File: src/verilog/led_diag_pkg.sv
// Register map, field positions and timing constants of the diagnostic bank
package led_diag_pkg;
    localparam int unsigned ADDR_W          = 8;
    localparam int unsigned DATA_W          = 16;

    // Register offsets (byte addresses on the serial control bus)
    localparam logic [7:0]  OFS_LED_FAULT   = 8'h12;
    localparam logic [7:0]  OFS_STATE_DIAG  = 8'h14;
    localparam logic [7:0]  OFS_PWM_IN_DIAG = 8'h16;
    localparam logic [7:0]  OFS_PWM_OUT_DIAG = 8'h18;

    // Field positions of the LED fault register
    localparam int unsigned BIT_TIMEOUT_FLAG = 14;
    localparam int unsigned BIT_TIMEOUT_CLR  = 13;
    localparam int unsigned BIT_BADCFG_FLAG  = 12;
    localparam int unsigned BIT_BADCFG_CLR   = 11;
    localparam int unsigned BIT_SUMMARY_FLAG = 10;
    localparam int unsigned BIT_SUMMARY_CLR  = 9;
    localparam int unsigned BIT_GROUNDED     = 8;
    localparam int unsigned BIT_SHORTED      = 7;
    localparam int unsigned BIT_OPEN         = 6;
    localparam int unsigned BIT_CHAN_LSB     = 0;
    localparam int unsigned NUM_CHAN         = 4;

    // State diagnostic field
    localparam int unsigned STATE_W          = 5;

    // Reset values
    localparam logic [15:0] RESET_WORD       = 16'h0000;

    // Live state codes reported by the functional state machine
    localparam logic [4:0]  ST_DISABLED      = 5'h00;
    localparam logic [4:0]  ST_REG_STARTUP   = 5'h01;
    localparam logic [4:0]  ST_OTP_READ      = 5'h02;
    localparam logic [4:0]  ST_STANDBY       = 5'h03;
    localparam logic [4:0]  ST_BOOST_FIRST   = 5'h04;
    localparam logic [4:0]  ST_BOOST_LAST    = 5'h0f;
    localparam logic [4:0]  ST_NORMAL        = 5'h10;
    localparam logic [4:0]  ST_SHUTDOWN      = 5'h11;
    localparam logic [4:0]  ST_FAULT_RECOV   = 5'h12;
    localparam logic [4:0]  ST_ALL_LED_FAULT = 5'h13;

    // Duty measurement window: 2**16 cycles of 100 ns
    localparam int unsigned DUTY_W           = 16;
    localparam int unsigned WINDOW_LOG2_DEF  = 16;
endpackage : led_diag_pkg

File: src/verilog/led_diag_status_regs.sv
// Diagnostic and fault status register bank of the LED driver
// Overview of operation
// RULE1 - Bus timeout event sets latched flag at bit 14; zero otherwise.
// RULE2 - Flag clears only when host writes 1 to flag and paired clear together.
// RULE3 - Invalid string arrangement sets flag at bit 12, cleared via bit 11.
// RULE4 - Any open, internal short or grounded LED fault sets flag at bit 10.
// RULE5 - Bit 8 is a read-only live LED short-to-ground indicator.
// RULE6 - Bit 7 internal short indicator clears together with summary flag.
// RULE7 - Bit 6 open indicator clears together with summary flag.
// RULE8 - Host writes zero to reserved bits 5 and 4.
// RULE9 - Bits 3..0 show live per-channel faults, channel four highest.
// RULE10 - Live five-bit state machine code readable in state register.
// RULE11 - State register bits 15..5 read zero.
// RULE12 - Incoming PWM duty cycle measured, read as full 16-bit register.
// RULE13 - Configured PWM output duty readable, resets to zero.
`timescale 1ns/10ps
`default_nettype none
module led_diag_status_regs
    import led_diag_pkg::*;
#(
    parameter int unsigned WINDOW_LOG2 = led_diag_pkg::WINDOW_LOG2_DEF
)(
    input  wire logic                           sys_clk,      // 10 MHz clock
    input  wire logic                           resetn,       // Sync reset
    input  wire logic [led_diag_pkg::ADDR_W-1:0] reg_addr,    // Reg offset
    input  wire logic                           reg_wr_en,    // Write strobe
    input  wire logic [led_diag_pkg::DATA_W-1:0] reg_wr_data, // Write word
    input  wire logic                           reg_rd_en,    // Read strobe
    output logic      [led_diag_pkg::DATA_W-1:0] reg_rd_data, // Read word
    input  wire logic                           bus_timeout_evt, // Pulse
    input  wire logic                           bad_string_cfg,  // Level
    input  wire logic                           string_open_det, // Level
    input  wire logic                           string_short_det, // Level
    input  wire logic                           string_gnd_det,  // Level
    input  wire logic [led_diag_pkg::NUM_CHAN-1:0] chan_fault,   // Per chan
    input  wire logic [led_diag_pkg::STATE_W-1:0]  live_state_code, // FSM
    input  wire logic [led_diag_pkg::DUTY_W-1:0]   pwm_out_duty_cfg, // Cfg
    input  wire logic                           pwm_dim_in,   // Async pin
    output logic                                fault_pending // Pin level
);
    import led_diag_pkg::*;

    // Latched flags
    logic timeout_flag_reg, timeout_flag_next;
    logic badcfg_flag_reg,  badcfg_flag_next;
    logic summary_flag_reg, summary_flag_next;
    logic shorted_ind_reg,  shorted_ind_next;
    logic open_ind_reg,     open_ind_next;
    // Live snapshots
    logic                grounded_ind_reg, grounded_ind_next;
    logic [NUM_CHAN-1:0] chan_fault_reg,   chan_fault_next;
    logic [STATE_W-1:0]  state_code_reg,   state_code_next;
    logic [DUTY_W-1:0]   pwm_out_duty_reg, pwm_out_duty_next;
    // PWM input measurement
    logic                pwm_sync1_reg, pwm_sync1_next;
    logic                pwm_sync2_reg, pwm_sync2_next;
    logic [WINDOW_LOG2-1:0] win_cnt_reg, win_cnt_next;
    logic [WINDOW_LOG2:0]   high_cnt_reg, high_cnt_next;
    logic [DUTY_W-1:0]   pwm_in_duty_reg, pwm_in_duty_next;
    // Bus answer
    logic [DATA_W-1:0]   rd_data_reg, rd_data_next;
    logic                pending_reg, pending_next;

    logic fault_wr;

    // Paired clear: both the flag bit and its clear bit written as 1
    function automatic logic pair_clear(input logic [DATA_W-1:0] w,
                                        input int unsigned fb,
                                        input int unsigned cb);
        pair_clear = w[fb] & w[cb];
    endfunction : pair_clear

    // Scale high-sample count of the window to a 16-bit duty value
    function automatic logic [DUTY_W-1:0] scale_duty(
        input logic [WINDOW_LOG2:0] cnt);
        logic [WINDOW_LOG2+DUTY_W:0] wide;
        wide = {{DUTY_W{1'b0}}, cnt} << DUTY_W;
        wide = wide >> WINDOW_LOG2;
        if (wide > {{(WINDOW_LOG2+1){1'b0}}, {DUTY_W{1'b1}}})
            scale_duty = {DUTY_W{1'b1}};
        else
            scale_duty = wide[DUTY_W-1:0];
    endfunction : scale_duty

    assign fault_wr = reg_wr_en & (reg_addr == OFS_LED_FAULT);

    // Flag group: set wins over a clear in the same cycle
    always_comb
    begin
        timeout_flag_next = timeout_flag_reg;
        badcfg_flag_next  = badcfg_flag_reg;
        summary_flag_next = summary_flag_reg;
        shorted_ind_next  = shorted_ind_reg;
        open_ind_next     = open_ind_reg;
        if (fault_wr)
        begin
            // Bits 5 and 4 and the read-only fields are ignored on write [RULE8]
            if (pair_clear(reg_wr_data, BIT_TIMEOUT_FLAG, BIT_TIMEOUT_CLR))
                timeout_flag_next = 1'b0;                     // [RULE2]
            if (pair_clear(reg_wr_data, BIT_BADCFG_FLAG, BIT_BADCFG_CLR))
                badcfg_flag_next = 1'b0;                      // [RULE2] [RULE3]
            if (pair_clear(reg_wr_data, BIT_SUMMARY_FLAG, BIT_SUMMARY_CLR))
            begin
                summary_flag_next = 1'b0;                     // [RULE2]
                shorted_ind_next  = 1'b0;                     // [RULE6]
                open_ind_next     = 1'b0;                     // [RULE7]
            end
        end
        if (bus_timeout_evt)
            timeout_flag_next = 1'b1;                         // [RULE1]
        if (bad_string_cfg)
            badcfg_flag_next = 1'b1;                          // [RULE3]
        if (string_open_det | string_short_det | string_gnd_det)
            summary_flag_next = 1'b1;                         // [RULE4]
        if (string_short_det)
            shorted_ind_next = 1'b1;                          // [RULE6]
        if (string_open_det)
            open_ind_next = 1'b1;                             // [RULE7]
    end

    always_ff @(posedge sys_clk)
    begin
        if (!resetn)
        begin
            timeout_flag_reg <= 1'b0;
            badcfg_flag_reg  <= 1'b0;
            summary_flag_reg <= 1'b0;
            shorted_ind_reg  <= 1'b0;
            open_ind_reg     <= 1'b0;
        end
        else
        begin
            timeout_flag_reg <= timeout_flag_next;
            badcfg_flag_reg  <= badcfg_flag_next;
            summary_flag_reg <= summary_flag_next;
            shorted_ind_reg  <= shorted_ind_next;
            open_ind_reg     <= open_ind_next;
        end
    end

    // Live snapshot group
    always_comb
    begin
        grounded_ind_next = string_gnd_det;                   // [RULE5]
        chan_fault_next   = chan_fault;                       // [RULE9]
        state_code_next   = live_state_code;                  // [RULE10]
        pwm_out_duty_next = pwm_out_duty_cfg;                 // [RULE13]
    end

    always_ff @(posedge sys_clk)
    begin
        if (!resetn)
        begin
            grounded_ind_reg <= 1'b0;
            chan_fault_reg   <= '0;
            state_code_reg   <= ST_DISABLED;
            pwm_out_duty_reg <= RESET_WORD;                   // [RULE13]
        end
        else
        begin
            grounded_ind_reg <= grounded_ind_next;
            chan_fault_reg   <= chan_fault_next;
            state_code_reg   <= state_code_next;
            pwm_out_duty_reg <= pwm_out_duty_next;
        end
    end

    // Duty measurement: count high samples over a fixed window.
    // A fixed window avoids a divider; low PWM rates need the window to
    // span several periods, otherwise the value jitters with phase.
    always_comb
    begin
        pwm_sync1_next   = pwm_dim_in;
        pwm_sync2_next   = pwm_sync1_reg;
        win_cnt_next     = win_cnt_reg + 1'b1;
        high_cnt_next    = high_cnt_reg + {{WINDOW_LOG2{1'b0}}, pwm_sync2_reg};
        pwm_in_duty_next = pwm_in_duty_reg;
        if (win_cnt_reg == {WINDOW_LOG2{1'b1}})
        begin
            pwm_in_duty_next = scale_duty(high_cnt_next);     // [RULE12]
            high_cnt_next    = '0;
        end
    end

    always_ff @(posedge sys_clk)
    begin
        if (!resetn)
        begin
            pwm_sync1_reg   <= 1'b0;
            pwm_sync2_reg   <= 1'b0;
            win_cnt_reg     <= '0;
            high_cnt_reg    <= '0;
            pwm_in_duty_reg <= RESET_WORD;
        end
        else
        begin
            pwm_sync1_reg   <= pwm_sync1_next;
            pwm_sync2_reg   <= pwm_sync2_next;
            win_cnt_reg     <= win_cnt_next;
            high_cnt_reg    <= high_cnt_next;
            pwm_in_duty_reg <= pwm_in_duty_next;
        end
    end

    // Read path and pending-fault pin
    always_comb
    begin
        rd_data_next = rd_data_reg;
        if (reg_rd_en)
        begin
            rd_data_next = RESET_WORD;
            unique case (reg_addr)
                OFS_LED_FAULT:
                begin
                    rd_data_next[BIT_TIMEOUT_FLAG] = timeout_flag_reg;   // [RULE1]
                    rd_data_next[BIT_BADCFG_FLAG]  = badcfg_flag_reg;    // [RULE3]
                    rd_data_next[BIT_SUMMARY_FLAG] = summary_flag_reg;   // [RULE4]
                    rd_data_next[BIT_GROUNDED]     = grounded_ind_reg;   // [RULE5]
                    rd_data_next[BIT_SHORTED]      = shorted_ind_reg;    // [RULE6]
                    rd_data_next[BIT_OPEN]         = open_ind_reg;       // [RULE7]
                    rd_data_next[BIT_CHAN_LSB +: NUM_CHAN] = chan_fault_reg; // [RULE9]
                end
                OFS_STATE_DIAG:
                    rd_data_next[STATE_W-1:0] = state_code_reg;  // [RULE10] [RULE11]
                OFS_PWM_IN_DIAG:
                    rd_data_next = pwm_in_duty_reg;              // [RULE12]
                OFS_PWM_OUT_DIAG:
                    rd_data_next = pwm_out_duty_reg;             // [RULE13]
                default:
                    rd_data_next = RESET_WORD;
            endcase
        end
        // Pin follows the latched flags, so it drops with the paired clear
        pending_next = timeout_flag_next | badcfg_flag_next
                     | summary_flag_next;                         // [RULE2]
    end

    always_ff @(posedge sys_clk)
    begin
        if (!resetn)
        begin
            rd_data_reg <= RESET_WORD;
            pending_reg <= 1'b0;
        end
        else
        begin
            rd_data_reg <= rd_data_next;
            pending_reg <= pending_next;
        end
    end

    assign reg_rd_data   = rd_data_reg;
    assign fault_pending = pending_reg;
endmodule : led_diag_status_regs
`default_nettype wire

File: config.mk
export PLATFORM = sky130hd
export DESIGN_NAME = led_diag_status_regs
export DESIGN_NICKNAME = d
export VERILOG_FILES = /design/src/verilog/led_diag_pkg.sv /design/src/verilog/led_diag_status_regs.sv
export SDC_FILE = /design/constraint.sdc
export NUM_CORES = 1
export LEC_CHECK = 0
export BUFFER_PORTS_ARGS = -buffer_cell sky130_fd_sc_hd__buf_2
export CAP_MARGIN = 10
export CELL_PAD_IN_SITES_DETAIL_PLACEMENT = 0
export CELL_PAD_IN_SITES_GLOBAL_PLACEMENT = 1
export CORE_ASPECT_RATIO = 0.7
export CORE_UTILIZATION = 41
export CTS_BUF_LIST = sky130_fd_sc_hd__clkbuf_16
export CTS_CLUSTER_DIAMETER = 40
export CTS_CLUSTER_SIZE = 40
export DETAILED_ROUTE_END_ITERATION = 6
export PLACE_DENSITY_LB_ADDON = 0.15
export SLEW_MARGIN = 10
export SYNTH_ARGS = -nofsm -noshare
export SYNTH_HDL_FRONTEND = slang
export SYNTH_SLANG_ARGS = --single-unit
File: constraint.sdc
create_clock -name sys_clk -period 2.2 [get_ports sys_clk]
set_input_delay 0.44 -clock sys_clk [delete_from_list [all_inputs] [get_ports sys_clk]]
set_output_delay 0.44 -clock sys_clk [all_outputs]
set_load 0.01 [all_outputs]
---- Word-level counts from Yosys, hierarchy flattened ----
Index checks and enable logic that the tools add are counted.
word-level totals
  flip-flop bits (word level) ............. 99
  input port bits ......................... 59
  logic and storage cells ................. 65
  output and inout port bits .............. 17
operators by class
  reduce and logical (&&, ||, !) cells .... 7
  bitwise gates (word level) .............. 9
  mux-type cells .......................... 25
  $add $sub $neg .......................... 2
  order comparisons ....................... 1
  eq/ne operators ......................... 5
operators with widths
  cell                                                                                count
  8-bit by 5-bit == test with 1-bit output (second input constant)                    4
  17-bit by 1-bit adder with 17-bit output                                            1
  17-bit by 16-bit greater-than comparator with 1-bit output (second input constant)  1
  16-bit by 1-bit adder with 16-bit output (second input constant)                    1
  16-bit == test (second input constant)                                              1
  16-bit two-way mux                                                                  1
  4-bit one-hot mux with 4 select lines                                               1
  1-bit two-way mux                                                                   13
  1-bit one-hot mux with 3 select lines                                               4
  1-bit one-hot mux with 2 select lines                                               5
  3-bit one-hot mux with 3 select lines                                               1
  2-bit nonzero test                                                                  4
  1-bit AND                                                                           4
  1-bit OR                                                                            4
  2-bit AND reduction                                                                 2
  2-bit OR reduction                                                                  1
  1-bit NOT                                                                           1

---- Logic depth before layout (Yosys ltp) ----
  depth in word-level cells ............... 6
  gate-level depth with buffers ........... 8
  depth with buffers taken out ............ 7

---- Least setup slack after synthesis ----
No wires, ideal clock.
  path kind ............................... input port to flip-flop
  start ................................... in reg_addr[1] (netlist bit)
  end ..................................... reg rd_data_reg[11] (netlist: reg_rd_data[11])
  arrival time ............................ 1.782 ns
  required time ........................... 2.130 ns
  library setup time ...................... 0.070 ns
  setup slack ............................. 0.348 ns
  stages on the path ...................... 8
  buffers on the path ..................... 3
  cell sequence ........................... buf_2 nor2b_1 and2_1 clkbuf_1 and2_1 clkbuf_1 a22oi_1 a21oi_1
between the ends
  cells in the longest elaborated chain, start to end .. 2
  elaborated cells on any way between the ends .. 3
  classes of those cells .................. eq/ne (2); mux (1)
RTL lines
  item                                       line                         RTL
  from (decl)                                led_diag_status_regs.sv:25   input wire logic [led_diag_pkg::ADDR_W-1:0] reg_addr,
  8-bit by 5-bit == test with 1-bit output   led_diag_status_regs.sv:212  unique case (reg_addr)
  1-bit one-hot mux with 2 select lines (*)  led_diag_status_regs.sv:212
  to (signal assigned)                       led_diag_status_regs.sv:247  rd_data_reg <= rd_data_next;
  to (decl)                                  led_diag_status_regs.sv:61   logic [DATA_W-1:0] rd_data_reg, rd_data_next;
Mark *: on every way between the ends. The rest lies on a longest branch, timed or not.
A chain may end at the register's enable or synchronous reset.

---- Worst setup path after layout ----
  start ................................... reg win_cnt_reg[3]
  end ..................................... reg high_cnt_reg[5]
between the ends
  cells in the longest elaborated chain, start to end .. 2
RTL lines
  item                                 line                         RTL
  from (decl)                          led_diag_status_regs.sv:57   logic [WINDOW_LOG2-1:0] win_cnt_reg, win_cnt_next;
  from (signal assigned)               led_diag_status_regs.sv:199  win_cnt_reg <= win_cnt_next;
  16-bit == test                       led_diag_status_regs.sv:178  if (win_cnt_reg == {WINDOW_LOG2{1'b1}})
  2-bit OR reduction (no source line)  n/a
  to (signal assigned)                 led_diag_status_regs.sv:200  high_cnt_reg <= high_cnt_next;
  to (decl)                            led_diag_status_regs.sv:58   logic [WINDOW_LOG2:0] high_cnt_reg, high_cnt_next;
Every way passes these cells.

==> qor.yml <==
finalMaxSlewViolations: 0
peakVddDrop_v: 0.000433
seqPwrFrac_pct: 50.2
largest_reg_flops: 17
p_leak_nw: 1.90
fmax_ghz: 0.509
ctsResizeCount: 0
gp_congestion: 0.729
first_global_vias: 2976
final.setup_skew_ns: 0.00705
rsz0062_at_grt: "no"
grt_use_total_pct: 19.2
die_h_um: 83.2
ys_top_cells_by_area: "dfxtp_1, and2_1, o21ai_0, nor2_1, xor2_1"
cts_buffer_depth: 2
switching_share_pct: 21.3
max-cap-violations: 0
r2r_setup_slack_ns: 0.23
dp_hpwl_mm: 6.28
synthArstFlopShare_pct: 0
dieArea_um2: 9820
syn-cell-area_um2: 3860
reg2regPathDepth: 5
hold_depth: 2
routed_wl_mm: 8.63
ctsRootBufferMaster: "clkbuf_16"
avgSynthCellArea_um2: 9.34
cts-buffers-inserted: 9
p_int_mw: 2.91
startpoint_type: "flop"
clk_pin_slew_worst_paths_ns: 0.07
cts_max_level: 3
dieWidth_um: 118
ys.flop_type: "dfxtp_1"
firstDrtPassIters: 4
yosysWarnings: 0
cp.arrival_ns: 2.19
tns_ns: 0
antenna_left: 0
tightest_slew_ns: 0.800
power_density_nw_per_um2: 794
critPathRequiredTime_ns: 2.42
crit_type: "flop to flop"
period_share_pct: 89.3
whs_endpoint: "pwm_sync1_reg$_SDFF_PN0_"
design_area_um2: 4660
grt-ovfl-total: 0
clock-sinks: 99
slew_headroom_pct: 46.5
synth_edf_count: 0
clock_latency_ns: 0.34
wl_per_cell_um: 14.1
dpl_cell_area_um2: 4340
cts_tree: "yes"
ys_types: 39
worst_hold_path_type: "input pin to flop"
start_util_pct: 42.4
numPortBuffers: 65
hold_start: "pwm_dim_in"
setup_viol_count_final: 0
grt_max_degree: 62
rr_endpoint: "high_cnt_reg[5]$_SDFF_PP0_"
vias: 3091
rows: 29
post_cts.repair.setup_buffers: 0
hold_buffers: 0
io_pins: 76
nNetsFinal: 543
yosysTopAreaCell: "dfxtp_1"
switching_power_uw: 787
drc: 0
syn_to_final_growth_pct: 20.5
antenna_found_initial: 0
status: "completed"
ys_ff_latch: 99
synth.yosys.seq_area_share_pct: 51.3
power_frac_clock_pct: 44.9
critPathMaxFanout: 18
r2r-start: "win_cnt_reg[3]$_SDFF_PN0_"
antenna_cells: 0
layout-drive-gt1-share_pct: 20.2
synth_top_area_share_pct: 51.3
comb_power_share_pct: 4.9
syn_nets: 476
end_kind: "flop"
period_minus_slack_ns: 1.97
grt_pass1_wl_mm: 14.7
core_area_um2: 9110
via_per_inst: 5.07
synthCells: 414
hold_viol_final: 0
initialDrtViolationCount: 190
worst max-delay path by stage:
| stage | from | endpoint |
|---|---|---|
| after floorplan | reg_addr[1] | reg_rd_data[11]$_SDFFE_PN0P_ |
| after global placement | reg_addr[0] | fault_pending$_SDFF_PN0_ |
| after detailed placement | reg_addr[0] | fault_pending$_SDFF_PN0_ |
| after CTS | win_cnt_reg[3]$_SDFF_PN0_ | high_cnt_reg[5]$_SDFF_PP0_ |
| after global routing | win_cnt_reg[3]$_SDFF_PN0_ | high_cnt_reg[8]$_SDFF_PP0_ |
| final | win_cnt_reg[3]$_SDFF_PN0_ | high_cnt_reg[5]$_SDFF_PP0_ |
through the flow:
step,cells,setup slack [ns],power (mW),hold WS (ns),util [%]
after global placement,594,0.187,2.08,0.422,47.6
after global routing,610,0.103,3.85,0.297,51.1
final,610,0.235,3.70,0.304,51.1
after detailed placement,594,0.0925,2.08,0.425,47.6
after CTS,610,0.221,3.74,0.292,51.1
after floorplan,414,0.348,1.99,0.412,-
final cells by class:
class	count	area (um^2)
Clock inverter	7	92.6
Tap cell	124	155
Inverter	8	30.0
Multi-Input combinational cell	286	1760
Timing Repair Buffer	77	415
Fill cell	896	4450
Clock buffer	9	225
Sequential cell	99	1980
synthesized netlist by cell type (5+ instances only):
cell	instances
xor2_1	14
dfxtp_1	99
nand2_1	17
a22o_1	8
nor3_1	13
nor2_1	33
and3_1	11
and4_1	5
a21oi_1	24
clkbuf_1	17
nand3_1	14
nand4_1	12
a22oi_1	16
xnor2_1	11
and2_1	35
o21ai_0	35
inv_1	8
power by group through the flow:
stage / combinational (mW) / clock [mW] / sequential [mW]
floorplan: 0.0948 / 0 / 1.90
global placement: 0.180 / 0 / 1.90
detailed placement: 0.184 / 0 / 1.90
CTS: 0.184 / 1.70 / 1.86
global route: 0.208 / 1.78 / 1.86
finish: 0.181 / 1.66 / 1.86
cell usage in the layout, fill, tap and decap left out, drive strengths merged, types with 2 or more instances in the layout:
| cell type | n |
|---|---|
| xnor2 | 12 |
| or4 | 3 |
| buf | 77 |
| and2 | 35 |
| a22oi | 16 |
| clkinv | 3 |
| ha | 3 |
| clkinvlp | 2 |
| nand4 | 12 |
| o21ai | 35 |
| clkbuf | 9 |
| and4 | 6 |
| nor2 | 34 |
| and3 | 11 |
| dfxtp | 99 |
| nand3 | 14 |
| mux2i | 4 |
| o22ai | 4 |
| nor3 | 13 |
| nand2b | 4 |
| or3 | 4 |
| bufinv | 2 |
| a21oi | 24 |
| xor2 | 14 |
| nand2 | 18 |
| nor2b | 4 |
| a22o | 8 |
| inv | 8 |
critical path: stages (launching register included):
cell	delay (ns)
dfxtp_1	0.41
and4_4	0.28
nand2_2	0.07
or4_4	0.67
nand2_1	0.32
nor2_1	0.09
per-layer routing:
metal	GRT usage, %	part of all wire, %
met5	0	0
met4	6.29	1.1
met3	5.63	4.4
met2	28.8	41
met1	26.3	54
cells by family after synthesis:
family | count (synthesis) | synth area share, %
simple gates | 160 | 22.8
flops | 99 | 51.3
compound gates | 93 | 14.6
mux | 4 | 1.04
fa+ha+maj | 3 | 0.971
buf+inv | 29 | 3.27
xor+xnor | 26 | 6.09
(Power assumes the default switching activity.)
